==> src/rtl/cfg_regs_pkg.sv <==
`default_nettype none
package cfg_regs_pkg;

    // ==========================================================
    // register indices
    localparam logic [7:0] IDX_AUX_LOW = 8'h08;
    localparam logic [7:0] IDX_AUX_HIGH = 8'h09;
    localparam logic [7:0] IDX_ECP_IR = 8'h0A;
    localparam logic [7:0] IDX_DRIVE_RATE = 8'h0B;
    localparam logic [7:0] IDX_SERIAL_MODE = 8'h0C;
    localparam logic [7:0] IDX_DEVICE_ID = 8'h0D;

    // ==========================================================
    // reset values and writable masks
    localparam logic [7:0] RST_AUX_LOW = 8'h00;
    localparam logic [7:0] RST_AUX_HIGH = 8'h00;
    localparam logic [7:0] RST_ECP_IR = 8'h00;
    localparam logic [7:0] RST_DRIVE_RATE = 8'h00;
    localparam logic [7:0] RST_SERIAL_MODE = 8'h02;
    localparam logic [7:0] MASK_AUX_LOW = 8'hF0;
    localparam logic [7:0] MASK_AUX_HIGH = 8'hCF;
    localparam logic [7:0] MASK_ECP_IR = 8'hCF;
    // arbitrary neutral identifier value
    localparam logic [7:0] DEVICE_ID_VALUE = 8'h5A;

    // ==========================================================
    // field positions
    localparam int DEC_MODE_LSB = 6;
    localparam int IR_MUX_LSB = 6;
    localparam int UART2_MODE_LSB = 3;
    localparam int RX_POL_BIT = 0;
    localparam int TX_POL_BIT = 1;
    localparam int DUPLEX_BIT = 2;
    localparam int UART1_HS_BIT = 6;
    localparam int UART2_HS_BIT = 7;

    // ==========================================================
    // field encodings
    localparam logic [1:0] DEC_OFF = 2'h0;
    localparam logic [1:0] DEC_ONE_BYTE = 2'h1;
    localparam logic [1:0] DEC_EIGHT_BYTE = 2'h2;
    localparam logic [1:0] DEC_SIXTEEN_BYTE = 2'h3;
    localparam logic [1:0] IR_ROUTE_PRIMARY = 2'h0;
    localparam logic [1:0] IR_ROUTE_SECONDARY = 2'h1;
    localparam logic [1:0] IR_ROUTE_OFF = 2'h3;
    localparam logic [3:0] ADDR_HIGH_ZERO = 4'h0;

endpackage
`default_nettype wire

==> src/rtl/aux_block_decoder.sv <==
`timescale 1ns/1ps
`default_nettype none
module aux_block_decoder (
    input wire logic mclk_i,
    input wire logic rst_i,
    input wire logic [15:0] io_addr_i,
    input wire logic [7:0] base_i,
    input wire logic [1:0] mode_i,
    output logic aux_block_select_n_o
);
    logic hit;

    // ==========================================================
    // block match
    always_comb begin
        hit = 1'b0;
        if (io_addr_i[15:12] == cfg_regs_pkg::ADDR_HIGH_ZERO && io_addr_i[11:4] == base_i) begin // [RQ5]
            unique case (mode_i) // [RQ6]
                cfg_regs_pkg::DEC_OFF: hit = 1'b0;
                cfg_regs_pkg::DEC_ONE_BYTE: hit = (io_addr_i[3:0] == 4'h0);
                cfg_regs_pkg::DEC_EIGHT_BYTE: hit = ~io_addr_i[3];
                cfg_regs_pkg::DEC_SIXTEEN_BYTE: hit = 1'b1;
            endcase
        end
    end

    always_ff @(posedge mclk_i) begin
        if (rst_i) begin
            aux_block_select_n_o <= 1'b1;
        end else begin
            aux_block_select_n_o <= ~hit; // [RQ5]
        end
    end
endmodule // aux_block_decoder
`default_nettype wire

==> src/rtl/config_regs_addr_decode_uart_ir.sv <==
// Functional notes
// (RQ1) access only in config state at matching index
// (RQ2) low decoder holds address 7:4, resets zero
// (RQ3) reserved bits ignore writes, read zero
// (RQ4) high decoder: address 11:8, mode 7:6
// (RQ5) select only on match with top nibble zero
// (RQ6) mode: off, one, eight, sixteen bytes
// (RQ7) ecp threshold in bits 3:0, resets zero
// (RQ8) ir mux bits 7:6 reset by reset
// (RQ9) ir route primary, secondary, or both off
// (RQ10) two rate select bits per drive, reset zero
// (RQ11) serial mode resets to 02h
// (RQ12) bit0 second uart receive polarity
// (RQ13) bit1 second uart transmit polarity, default low
// (RQ14) bit2 second uart half duplex
// (RQ15) bits 5:3 second uart mode
// (RQ16) bits 6,7 high speed per uart
// (RQ17) identifier register fixed, read only
// (RQ18) identifier writes accepted and discarded
`timescale 1ns/1ps
`default_nettype none
module config_regs_addr_decode_uart_ir (
    input wire logic mclk_i,
    input wire logic rst_i,
    input wire logic config_state_i,
    input wire logic [7:0] config_index_register_i,
    input wire logic cfg_wr_i,
    input wire logic cfg_rd_i,
    input wire logic [7:0] cfg_wdata_i,
    input wire logic [15:0] io_addr_i,
    input wire logic ir_transmit_i,
    output logic [7:0] cfg_rdata_o,
    output logic aux_block_select_n_o,
    output logic [3:0] ecp_threshold_o,
    output logic [7:0] drive_rate_sel_o,
    output logic uart2_rx_active_low_o,
    output logic uart2_tx_active_low_o,
    output logic uart2_half_duplex_o,
    output logic [2:0] uart2_mode_o,
    output logic uart1_high_speed_o,
    output logic uart2_high_speed_o,
    output logic ir_transmit_primary_o,
    output logic ir_transmit_primary_oe_o,
    output logic ir_transmit_secondary_o,
    output logic ir_transmit_secondary_oe_o,
    output logic ir_receive_select_secondary_o
);
    // ==========================================================
    // stored registers
    logic [7:0] aux_low_r;
    logic [7:0] aux_high_r;
    logic [7:0] ecp_ir_r;
    logic [7:0] drive_rate_r;
    logic [7:0] serial_mode_r;

    // ==========================================================
    // strobes, read path and routing
    logic wr_aux_low;
    logic wr_aux_high;
    logic wr_ecp_ir;
    logic wr_drive_rate;
    logic wr_serial_mode;
    logic rd_valid;
    logic [7:0] rd_value;
    logic [7:0] decoder_base;
    logic [1:0] decoder_mode;
    logic [1:0] ir_route;
    logic route_primary;
    logic route_secondary;

    // ==========================================================
    // access qualification
    // index and state are levels kept by the entry logic outside
    function automatic logic hit_idx(input logic [7:0] idx);
        hit_idx = config_state_i && (config_index_register_i == idx); // [RQ1]
    endfunction

    // ==========================================================
    // route code compare
    function automatic logic route_is(input logic [1:0] route, input logic [1:0] code);
        route_is = (route == code);
    endfunction

    // ==========================================================
    // write strobes
    // the identifier index raises no strobe, so its writes drop [RQ18]
    always_comb begin
        wr_aux_low = cfg_wr_i && hit_idx(cfg_regs_pkg::IDX_AUX_LOW); // [RQ1]
        wr_aux_high = cfg_wr_i && hit_idx(cfg_regs_pkg::IDX_AUX_HIGH); // [RQ1]
        wr_ecp_ir = cfg_wr_i && hit_idx(cfg_regs_pkg::IDX_ECP_IR); // [RQ1]
        wr_drive_rate = cfg_wr_i && hit_idx(cfg_regs_pkg::IDX_DRIVE_RATE); // [RQ1]
        wr_serial_mode = cfg_wr_i && hit_idx(cfg_regs_pkg::IDX_SERIAL_MODE); // [RQ1]
    end

    // ==========================================================
    // lower decoder address; low nibble masked, never stored
    always_ff @(posedge mclk_i) begin
        if (rst_i) begin
            aux_low_r <= cfg_regs_pkg::RST_AUX_LOW; // [RQ2]
        end else if (wr_aux_low) begin
            aux_low_r <= cfg_wdata_i & cfg_regs_pkg::MASK_AUX_LOW; // [RQ2] [RQ3]
        end
    end

    // ==========================================================
    // upper decoder address and decoder mode
    always_ff @(posedge mclk_i) begin
        if (rst_i) begin
            aux_high_r <= cfg_regs_pkg::RST_AUX_HIGH; // [RQ4]
        end else if (wr_aux_high) begin
            aux_high_r <= cfg_wdata_i & cfg_regs_pkg::MASK_AUX_HIGH; // [RQ3] [RQ4]
        end
    end

    // ==========================================================
    // threshold and infrared mux; mux back to default on reset
    always_ff @(posedge mclk_i) begin
        if (rst_i) begin
            ecp_ir_r <= cfg_regs_pkg::RST_ECP_IR; // [RQ7] [RQ8]
        end else if (wr_ecp_ir) begin
            ecp_ir_r <= cfg_wdata_i & cfg_regs_pkg::MASK_ECP_IR; // [RQ3] [RQ7]
        end
    end

    // ==========================================================
    // drive rate table selectors
    always_ff @(posedge mclk_i) begin
        if (rst_i) begin
            drive_rate_r <= cfg_regs_pkg::RST_DRIVE_RATE; // [RQ10]
        end else if (wr_drive_rate) begin
            drive_rate_r <= cfg_wdata_i; // [RQ10]
        end
    end

    // ==========================================================
    // serial mode; reserved mode codes kept as written
    always_ff @(posedge mclk_i) begin
        if (rst_i) begin
            serial_mode_r <= cfg_regs_pkg::RST_SERIAL_MODE; // [RQ11]
        end else if (wr_serial_mode) begin
            serial_mode_r <= cfg_wdata_i; // [RQ12] [RQ13] [RQ14] [RQ15] [RQ16]
        end
    end

    // ==========================================================
    // read mux
    // unknown indices read zero rather than stale data
    always_comb begin
        rd_valid = cfg_rd_i && config_state_i; // [RQ1]
        unique case (config_index_register_i)
            cfg_regs_pkg::IDX_AUX_LOW: rd_value = aux_low_r; // [RQ2] [RQ3]
            cfg_regs_pkg::IDX_AUX_HIGH: rd_value = aux_high_r; // [RQ4]
            cfg_regs_pkg::IDX_ECP_IR: rd_value = ecp_ir_r; // [RQ7]
            cfg_regs_pkg::IDX_DRIVE_RATE: rd_value = drive_rate_r; // [RQ10]
            cfg_regs_pkg::IDX_SERIAL_MODE: rd_value = serial_mode_r; // [RQ11]
            cfg_regs_pkg::IDX_DEVICE_ID: rd_value = cfg_regs_pkg::DEVICE_ID_VALUE; // [RQ17]
            default: rd_value = 8'h00;
        endcase
    end

    // ==========================================================
    // read data, one cycle after the read, then zero
    always_ff @(posedge mclk_i) begin
        if (rst_i) begin
            cfg_rdata_o <= 8'h00;
        end else if (rd_valid) begin
            cfg_rdata_o <= rd_value; // [RQ1]
        end else begin
            cfg_rdata_o <= 8'h00;
        end
    end

    // ==========================================================
    // auxiliary decoder
    // base spans two registers, joined here
    always_comb begin
        decoder_base = {aux_high_r[3:0], aux_low_r[7:4]}; // [RQ5]
        decoder_mode = aux_high_r[cfg_regs_pkg::DEC_MODE_LSB +: 2]; // [RQ6]
    end

    aux_block_decoder aux_block_decoder_inst (
        .mclk_i(mclk_i),
        .rst_i(rst_i),
        .io_addr_i(io_addr_i),
        .base_i(decoder_base), // [RQ5]
        .mode_i(decoder_mode), // [RQ6]
        .aux_block_select_n_o(aux_block_select_n_o)
    );

    // ==========================================================
    // parallel port threshold
    always_ff @(posedge mclk_i) begin
        if (rst_i) begin
            ecp_threshold_o <= 4'h0;
        end else begin
            ecp_threshold_o <= ecp_ir_r[3:0]; // [RQ7]
        end
    end

    // ==========================================================
    // drive rate selectors out
    always_ff @(posedge mclk_i) begin
        if (rst_i) begin
            drive_rate_sel_o <= 8'h00;
        end else begin
            drive_rate_sel_o <= drive_rate_r; // [RQ10]
        end
    end

    // ==========================================================
    // second uart receive polarity
    always_ff @(posedge mclk_i) begin
        if (rst_i) begin
            uart2_rx_active_low_o <= 1'b0;
        end else begin
            uart2_rx_active_low_o <= serial_mode_r[cfg_regs_pkg::RX_POL_BIT]; // [RQ12]
        end
    end

    // ==========================================================
    // second uart transmit polarity, low by default
    always_ff @(posedge mclk_i) begin
        if (rst_i) begin
            uart2_tx_active_low_o <= 1'b1;
        end else begin
            uart2_tx_active_low_o <= serial_mode_r[cfg_regs_pkg::TX_POL_BIT]; // [RQ13]
        end
    end

    // ==========================================================
    // second uart duplex
    always_ff @(posedge mclk_i) begin
        if (rst_i) begin
            uart2_half_duplex_o <= 1'b0;
        end else begin
            uart2_half_duplex_o <= serial_mode_r[cfg_regs_pkg::DUPLEX_BIT]; // [RQ14]
        end
    end

    // ==========================================================
    // second uart mode; reserved codes passed on unchanged
    always_ff @(posedge mclk_i) begin
        if (rst_i) begin
            uart2_mode_o <= 3'h0;
        end else begin
            uart2_mode_o <= serial_mode_r[cfg_regs_pkg::UART2_MODE_LSB +: 3]; // [RQ15]
        end
    end

    // ==========================================================
    // first uart speed
    always_ff @(posedge mclk_i) begin
        if (rst_i) begin
            uart1_high_speed_o <= 1'b0;
        end else begin
            uart1_high_speed_o <= serial_mode_r[cfg_regs_pkg::UART1_HS_BIT]; // [RQ16]
        end
    end

    // ==========================================================
    // second uart speed
    always_ff @(posedge mclk_i) begin
        if (rst_i) begin
            uart2_high_speed_o <= 1'b0;
        end else begin
            uart2_high_speed_o <= serial_mode_r[cfg_regs_pkg::UART2_HS_BIT]; // [RQ16]
        end
    end

    // ==========================================================
    // infrared pin route
    // reserved code 10 leaves both pins undriven, like 11
    always_comb begin
        ir_route = ecp_ir_r[cfg_regs_pkg::IR_MUX_LSB +: 2]; // [RQ8]
        route_primary = route_is(ir_route, cfg_regs_pkg::IR_ROUTE_PRIMARY); // [RQ9]
        route_secondary = route_is(ir_route, cfg_regs_pkg::IR_ROUTE_SECONDARY); // [RQ9]
    end

    // ==========================================================
    // primary infrared transmit pin
    // data follows the uart always; only the enable follows the route
    always_ff @(posedge mclk_i) begin
        if (rst_i) begin
            ir_transmit_primary_o <= 1'b0;
            ir_transmit_primary_oe_o <= 1'b1;
        end else begin
            ir_transmit_primary_o <= ir_transmit_i;
            ir_transmit_primary_oe_o <= route_primary; // [RQ9]
        end
    end

    // ==========================================================
    // secondary infrared transmit pin
    // never enabled together with the primary pin
    always_ff @(posedge mclk_i) begin
        if (rst_i) begin
            ir_transmit_secondary_o <= 1'b0;
            ir_transmit_secondary_oe_o <= 1'b0;
        end else begin
            ir_transmit_secondary_o <= ir_transmit_i;
            ir_transmit_secondary_oe_o <= route_secondary; // [RQ9]
        end
    end

    // ==========================================================
    // infrared receive pin choice
    always_ff @(posedge mclk_i) begin
        if (rst_i) begin
            ir_receive_select_secondary_o <= 1'b0;
        end else begin
            ir_receive_select_secondary_o <= route_secondary; // [RQ9]
        end
    end
endmodule // config_regs_addr_decode_uart_ir
`default_nettype wire

==> config.mk <==
export PLATFORM = sky130hd
export DESIGN_NAME = config_regs_addr_decode_uart_ir
export DESIGN_NICKNAME = d
export VERILOG_FILES = /design/src/rtl/cfg_regs_pkg.sv /design/src/rtl/aux_block_decoder.sv /design/src/rtl/config_regs_addr_decode_uart_ir.sv
export SDC_FILE = /design/constraint.sdc
export NUM_CORES = 1
export LEC_CHECK = 0
export BUFFER_PORTS_ARGS = -buffer_cell sky130_fd_sc_hd__buf_2
export CELL_PAD_IN_SITES_DETAIL_PLACEMENT = 1
export CELL_PAD_IN_SITES_GLOBAL_PLACEMENT = 2
export CORE_AREA = 3 3 91 93
export CTS_CLUSTER_DIAMETER = 40
export DETAILED_ROUTE_END_ITERATION = 6
export DIE_AREA = 0 0 94 96
export PLACE_DENSITY = 0.88
export SLEW_MARGIN = 20
export SYNTH_ARGS = -nofsm -noshare
export SYNTH_HDL_FRONTEND = slang
export SYNTH_SLANG_ARGS = --single-unit
==> constraint.sdc <==
create_clock -name mclk_i -period 2.4 [get_ports mclk_i]
set_input_delay 0.48 -clock mclk_i [delete_from_list [all_inputs] [get_ports mclk_i]]
set_output_delay 0.48 -clock mclk_i [all_outputs]
set_load 0.1 [all_outputs]
==> flow_summary.json, run 1 <==
{
  "yosysTopAreaCell": "dfxtp_1",
  "fin_tns_setup_ns": 0,
  "holdPathStages": 2,
  "clock.fmax_ghz": 0.629,
  "holdCritStartpoint": "ir_transmit_i",
  "postCtsSetupBuffers": 0,
  "power_density_mw_per_mm2": 728,
  "slew_violations": 0,
  "ctsHoldBuffers": 0,
  "final_critical_path_setup_slack_ns": 0.809,
  "syn_nets": 286,
  "numCtsBuffers": 9,
  "switching_share_pct": 21.2,
  "fin_nets": 356,
  "p_clk_share_pct": 47.8,
  "grt-ovfl-total": 0,
  "nFillCells": 917,
  "cts_tree": "done",
  "status": "finished clean",
  "drc": 0,
  "startpoint_type": "input pin",
  "pwr-share-seq_pct": 46.7,
  "rr_worst_depth": 4,
  "dp.cells": 409,
  "syn_inst": 248,
  "hold_ws_ns": 0.347,
  "dp.final_hpwl_mm": 4.76,
  "grt_pass1_vias": 2137,
  "routed_wirelength_mm": 6.48,
  "areaGrowthSynthToFinish_pct": 26.9,
  "combPwrFrac_pct": 5.5,
  "dr.pass1.iters": 4,
  "finalSetupViolCount": 0,
  "cp.required_ns": 2.59,
  "r2r_end": "aux_block_decoder_inst.aux_block_select_n_o",
  "num_rows": 32,
  "drv_cap": 0,
  "p_leak_nw": 1.47,
  "post-route-period-util_pct": 66.3,
  "vias": 2003,
  "yosysTopAreaCellShare_pct": 52.0,
  "core-area_mm2": 0.00761,
  "grt_pass1_wl_mm": 10.6,
  "start_util_pct": 32.4,
  "drt-met1-wl_mm": 2.90,
  "cts_resized": 0,
  "seq_area_frac_synth_pct": 52.0,
  "critPathCaptureType": "flop",
  "port_buffers": 71,
  "power_switching_mw": 0.484,
  "yosys_warnings": 0,
  "regToRegSetupSlack_ns": 1.20,
  "synth_area_leaders": "dfxtp_1 (52%), mux2i_1 (11%), nor2b_1 (6.1%)",
  "finalHoldViolations": 0,
  "rsz0062_at_grt": "no",
  "maxSlewHeadroom_pct": 41.7,
  "chipWidth_um": 94,
  "yosys_register_bits": 64,
  "min_to": "ir_transmit_secondary_o",
  "die_h_um": 96,
  "period_minus_slack_ns": 1.59,
  "crit_slowest_cell": "buf_2",
  "detail_route.wl_per_cell_um": 15.2,
  "place_ws_ns": 0.460,
  "r2r-start": "aux_high_r[1]",
  "p_total_mw": 2.28,
  "diodes": 0,
  "worstMarginPinSlew_ns": 0.874,
  "cts.sinks": 64,
  "synth_area_mm2": 0.00246,
  "antenna_found_initial": 0,
  "vias_per_cell": 4.71,
  "track_usage_pct": 15.4,
  "cts_max_level": 3,
  "synth.distinct_cells": 41,
  "cts_buffer_depth": 2,
  "met3_length_um": 339,
  "grt_max_degree": 52,
  "arrival_ns": 1.78,
  "max_stage_delay_ns": 0.36,
  "die_area_mm2": 0.00902,
  "skew_ns": 0.00704,
  "route.met2.wl_mm": 3.17,
  "drt_first_iter_violations": 72,
  "drive_gt1_share_pct": 29.7,
  "io_pins": 72,
  "hold_path.class": "in2reg",
  "fin_cells": 425,
  "irDropWorstVdd_mv": 0.224,
  "gp_congestion": 0.777,
  "dr.max_layer_used": "met4",
  "crit_path_cell_trace": "buf_2 -> nor2b_1 -> nand4_2 -> mux2i_1 -> nor2_1",
  "cts_root_buf": "clkbuf_8",
  "insertion_delay_ns": 0.34,
  "intPower_mw": 1.79,
  "ant_nets": 0,
  "worstSetupPathType": "in2reg",
  "syn_area_per_cell_um2": 9.94,
  "critical_path.max_fanout": 18,
  "cts.clk_slew.worst_paths_ns": 0.07
}
logic make-up after synthesis:
group / share of synthesized area [%]
multiplexers: 11.9
AO/OA/AOI/OAI: 7.97
AND/OR/NAND/NOR: 21.7
XOR/XNOR: 2.84
flip-flops: 52.0
buffers and inverters: 3.60
Yosys cell counts:
library cell  count
o2111ai_1         1
mux2_2            3
a32oi_1           1
o21ai_0          13
and3b_1           1
buf_6             1
o21bai_1          1
and2_1            2
o22a_1            1
o21a_1            2
a311oi_1          1
nand4_2           2
nor4_4            1
nand4_1           4
buf_4             2
xnor2_1           5
or3_1             1
xor2_1            3
inv_1             3
nor2_1           32
nor3_1            4
nand2_1          12
a22oi_1           3
nor2b_1          24
nor4b_1           1
and3_1            1
or4_1             1
nand2_2           1
clkbuf_1          6
o32a_1            2
buf_1             1
nand2b_1          5
o22ai_1           1
buf_2             5
nor4_1            2
nor3b_1           1
a21oi_1           5
nor4bb_1          1
mux2i_1          26
nand3_1           2
dfxtp_1          64
registers in the layout, indices dropped and copies added (netlist names):
name	flops
aux_block_decoder_inst.aux_block_select_n_o	1
aux_high_r	6
aux_low_r	4
cfg_rdata_o	8
drive_rate_r	8
drive_rate_sel_o	8
ecp_ir_r	6
ecp_threshold_o	4
ir_receive_select_secondary_o	1
ir_transmit_primary_oe_o	1
ir_transmit_secondary_o	1
serial_mode_r	8
uart1_high_speed_o	1
uart2_half_duplex_o	1
uart2_high_speed_o	1
uart2_mode_o	3
uart2_rx_active_low_o	1
uart2_tx_active_low_o	1
power by group through the flow:
| stage | combinational, mW | clock [mW] | sequential (mW) |
|---|---|---|---|
| final | 0.125 | 1.09 | 1.06 |
| after global routing | 0.138 | 1.16 | 1.06 |
| after CTS | 0.127 | 1.11 | 1.06 |
| after floorplan | 0.0609 | 0 | 1.10 |
| after detailed placement | 0.126 | 0 | 1.09 |
| after global placement | 0.124 | 0 | 1.09 |
area by class of cell:
cell class | count | area, um^2 | share of cell area, %
sequential | 64 | 1280 | 41.0
multi-input combinational | 166 | 1090 | 35.0
timing repair buffer | 74 | 378 | 12.1
clock buffer | 10 | 128 | 4.08
tap | 102 | 128 | 4.08
clock inverter | 6 | 108 | 3.44
inverter | 3 | 11.3 | 0.360
metrics by stage:
| step | area, um^2 | util [%] |
|---|---|---|
| floorplan | 2460 | - |
| global placement | 2890 | 38.0 |
| detailed placement | 2890 | 38.0 |
| CTS | 3130 | 41.1 |
| global route | 3130 | 41.1 |
| finish | 3130 | 41.1 |
cell usage in the layout (no fill, tap or decap), types with 2 or more instances in the layout:
cell type,Yosys,layout
dfxtp_1,64,64
nor4_1,2,2
nand2_1,12,12
nand4_2,2,2
bufinv_16,0,3
o21ai_0,13,13
o21a_1,2,2
inv_1,3,3
clkbuf_8,0,9
o32a_1,2,2
nor2b_1,24,24
mux2_2,3,3
xnor2_1,5,5
nor2_1,32,32
nor3_1,4,4
a22oi_1,3,3
mux2i_1,26,26
nand2b_1,5,5
buf_4,2,3
nand4_1,4,4
and2_1,2,2
buf_2,5,71
nand3_1,2,2
xor2_1,3,3
clkinv_2,0,2
a21oi_1,5,5
worst max path at each step:
stage,from,end,slack [ns],cells after the start
2_1_floorplan,ir_transmit_secondary_o,ir_transmit_secondary_o,0.56,1
6_report,config_index_register_i[0],aux_high_r[0],0.81,5
3_5_place_dp,config_index_register_i[0],aux_high_r[1],0.46,5
3_3_place_gp,config_index_register_i[5],ecp_ir_r[7],0.50,5
5_1_grt,config_index_register_i[0],aux_high_r[1],0.66,5
4_1_cts,uart2_mode_o[2],uart2_mode_o[2],0.81,1
metal layers:
| layer | GRT usage, % | vias to the layer above |
|---|---|---|
| met1 | 19.1 | 952 |
| li1 | - | 991 |
| met4 | 5.90 | 0 |
| met5 | 0 | - |
| met3 | 4.61 | 6 |
| met2 | 25.1 | 54 |
critical path: cells and delay by family:
kind | cells | cell delay (ns)
simple gates | 3 | 0.68
buf+inv | 1 | 0.36
mux | 1 | 0.25
(Power assumes the default switching activity.)
==> run 2, diff against run 1 <==
--- a/config.mk
+++ b/config.mk
@@ -5,14 +5,15 @@
 export SDC_FILE = /design/constraint.sdc
 export NUM_CORES = 1
 export LEC_CHECK = 0
+export ABC_AREA = 1
 export BUFFER_PORTS_ARGS = -buffer_cell sky130_fd_sc_hd__buf_2
 export CELL_PAD_IN_SITES_DETAIL_PLACEMENT = 1
 export CELL_PAD_IN_SITES_GLOBAL_PLACEMENT = 2
-export CORE_AREA = 3 3 91 93
+export CORE_AREA = 3 3 101 103
 export CTS_CLUSTER_DIAMETER = 40
 export DETAILED_ROUTE_END_ITERATION = 6
-export DIE_AREA = 0 0 94 96
-export PLACE_DENSITY = 0.88
+export DIE_AREA = 0 0 104 106
+export PLACE_DENSITY = 0.83
 export SLEW_MARGIN = 20
 export SYNTH_ARGS = -nofsm -noshare
 export SYNTH_HDL_FRONTEND = slang
==> constraint.sdc (replaced) <==
create_clock -name mclk_i -period 1.5 [get_ports mclk_i]
set_input_delay 0.3 -clock mclk_i [delete_from_list [all_inputs] [get_ports mclk_i]]
set_output_delay 0.3 -clock mclk_i [all_outputs]
set_load 0.1 [all_outputs]
==> run 2 against run 1 <==
Net effect: combinational power up 63%; final cell count up 36%; first-iteration DRC count up 21%; critical path depth down 4; via count up 24%; die area up 22%; critical endpoint is now ir_receive_select_secondary_o; largest cell class unchanged; highest routed layer unchanged.
==> flow_summary.json, run 2 <==
{
  "yosys_warnings": 0,
  "vias_per_cell": 4.30,
  "regToRegSetupSlack_ns": 0.51,
  "cts_tree": "done",
  "numCtsBuffers": 9,
  "cts_max_level": 3,
  "port_buffers": 71,
  "critical_path.max_fanout": 2,
  "power_density_mw_per_mm2": 1030,
  "path_delay_family": "buffers and inverters",
  "maxSlewHeadroom_pct": 67.0,
  "grt_pass1_vias": 2578,
  "rr_worst_depth": 7,
  "seq_area_frac_synth_pct": 48.7,
  "crit_path_cell_trace": "buf_2",
  "dr.pass1.iters": 4,
  "irDropWorstVdd_mv": 0.410,
  "antenna_found_initial": 0,
  "num_rows": 35,
  "cts_buffer_depth": 2,
  "fin_tns_setup_ns": 0,
  "track_usage_pct": 14.7,
  "routed_wirelength_mm": 7.78,
  "die_h_um": 106,
  "start_util_pct": 28.3,
  "max_stage_delay_ns": 0.42,
  "cts_root_buf": "clkbuf_8",
  "p_total_mw": 3.43,
  "holdCritStartpoint": "ir_transmit_i",
  "drt_first_iter_violations": 87,
  "drive_gt1_share_pct": 25.2,
  "r2r-start": "aux_high_r[3]",
  "final_cell_mix": "nor2_1 (87), buf_2 (71), nand2_1 (70)",
  "period_minus_slack_ns": 1.38,
  "status": "finished clean",
  "cts.clk_slew.worst_paths_ns": 0.07,
  "drv_cap": 0,
  "core-area_mm2": 0.00928,
  "r2r_end": "aux_block_decoder_inst.aux_block_select_n_o",
  "syn_nets": 400,
  "synth_common_cells": "nor2_1 (87), nand2_1 (70), dfxtp_1 (64)",
  "synth.distinct_cells": 24,
  "mostFrequentLayoutCell": "nor2_1",
  "finalHoldViolations": 0,
  "diodes": 0,
  "drc": 0,
  "post-route-period-util_pct": 92.2,
  "arrival_ns": 1.08,
  "clock.fmax_ghz": 0.723,
  "startpoint_type": "flop",
  "insertion_delay_ns": 0.34,
  "p_leak_nw": 1.67,
  "worstMarginPinSlew_ns": 0.499,
  "yosysTopAreaCell": "dfxtp_1",
  "yosysTopAreaCellShare_pct": 48.7,
  "die_area_mm2": 0.0110,
  "dp.final_hpwl_mm": 6.12,
  "gp_congestion": 0.815,
  "yosys_register_bits": 64,
  "synth-main-ff-cell": "dfxtp_1",
  "synth-async-reset-ratio_pct": 0,
  "rsz0062_at_grt": "no",
  "yosysMostFrequentCell": "nor2_1",
  "grt_max_degree": 23,
  "synth_area_mm2": 0.00263,
  "cts.sinks": 64,
  "ant_nets": 0,
  "slew_violations": 0,
  "hold_path.class": "in2reg",
  "ctsHoldBuffers": 0,
  "syn_area_per_cell_um2": 7.26,
  "finalSetupViolCount": 0,
  "min_to": "ir_transmit_secondary_o",
  "cp.required_ns": 1.20,
  "critPathBufInv": 1,
  "vias": 2483,
  "synth_edf_count": 0,
  "io_pins": 72,
  "synth_area_leaders": "dfxtp_1 (49%), nor2_1 (12%), nand2_1 (10%)",
  "skew_ns": 0.00688,
  "nFillCells": 1209,
  "cts_resized": 0,
  "detail_route.wl_per_cell_um": 13.5,
  "chipWidth_um": 104,
  "fin_nets": 481,
  "grt_pass1_wl_mm": 13.0,
  "syn_inst": 362,
  "holdPathStages": 3,
  "worstSetupPathType": "reg2out",
  "grt-ovfl-total": 0,
  "postCtsSetupBuffers": 0,
  "areaGrowthSynthToFinish_pct": 26.9,
  "critPathCaptureType": "primary output",
  "crit_slowest_cell": "buf_2"
}
==> run 2: changes by cell type in the layout (fill, tap and decap cells not counted), sizes merged, moves of 13 or more <==
cell | previous run | this run
nor2b | 24 | 0
nor2 | 32 | 94
mux2i | 26 | 0
inv | 3 | 49
nand2 | 13 | 72
nand3 | 2 | 25
o21ai | 13 | 26
==> run 2: cell type report <==
class | count | area, um^2 | area share, %
Clock buffer | 10 | 138 | 4.12
Clock inverter | 6 | 67.6 | 2.02
Inverter | 48 | 180 | 5.40
Multi-Input combinational cell | 237 | 1060 | 31.8
Sequential cell | 64 | 1280 | 38.5
Tap cell | 129 | 161 | 4.84
Timing Repair Buffer | 83 | 445 | 13.3
==> run 2: how the worst max path moves through the flow <==
stage                                  startpoint                             to  slack, ns  cells past startpoint
floorplan                 ir_transmit_secondary_o        ir_transmit_secondary_o       0.18                      1
detailed placement     config_index_register_i[5]                  aux_high_r[6]      -0.09                      8
global placement       config_index_register_i[4]                  aux_high_r[7]      -0.06                      8
global route                   ecp_threshold_o[1]             ecp_threshold_o[1]       0.07                      1
finish              ir_receive_select_secondary_o  ir_receive_select_secondary_o       0.12                      1
CTS                         uart2_tx_active_low_o          uart2_tx_active_low_o        0.1                      1
==> run 2: metrics by stage <==
step                      instance area [um^2]  utilization [%]  hold slack, ns  setup slack [ns]  std cells
after floorplan                           2630                -           0.369             0.178        362
after global placement                    3130             33.7           0.436           -0.0600        561
after detailed placement                  3130             33.7           0.433           -0.0914        561
after CTS                                 3340             35.9           0.149            0.0999        577
after global routing                      3340             35.9           0.151            0.0737        577
final                                     3340             35.9           0.155             0.117        577
==> run 2: routing by layer <==
metal  up-vias  track usage (%)  part of all wire (%)
met1      1154             19.0                    47
met3         9             3.70                   4.5
met4         0             3.51                   1.4
met5         -                0                     0
li1       1267                -                     -
met2        53             24.7                    47
==> run 2: cells by family after synthesis <==
kind of cell           after synthesis  synth area share [%]
AO/OA/AOI/OAI                       37                  7.19
XOR/XNOR                             2                 0.666
buffers and inverters               61                  10.9
flip-flops                          64                  48.7
AND/OR/NAND/NOR                    198                  32.5
==> run 2: where the power goes <==
group | total (mW) | switching (mW) | internal [mW] | leakage, nW
Combinational | 0.204 | 0.135 | 0.0689 | 1.06
Sequential | 1.70 | 0.00137 | 1.70 | 0.516
Clock | 1.53 | 0.708 | 0.818 | 0.0989
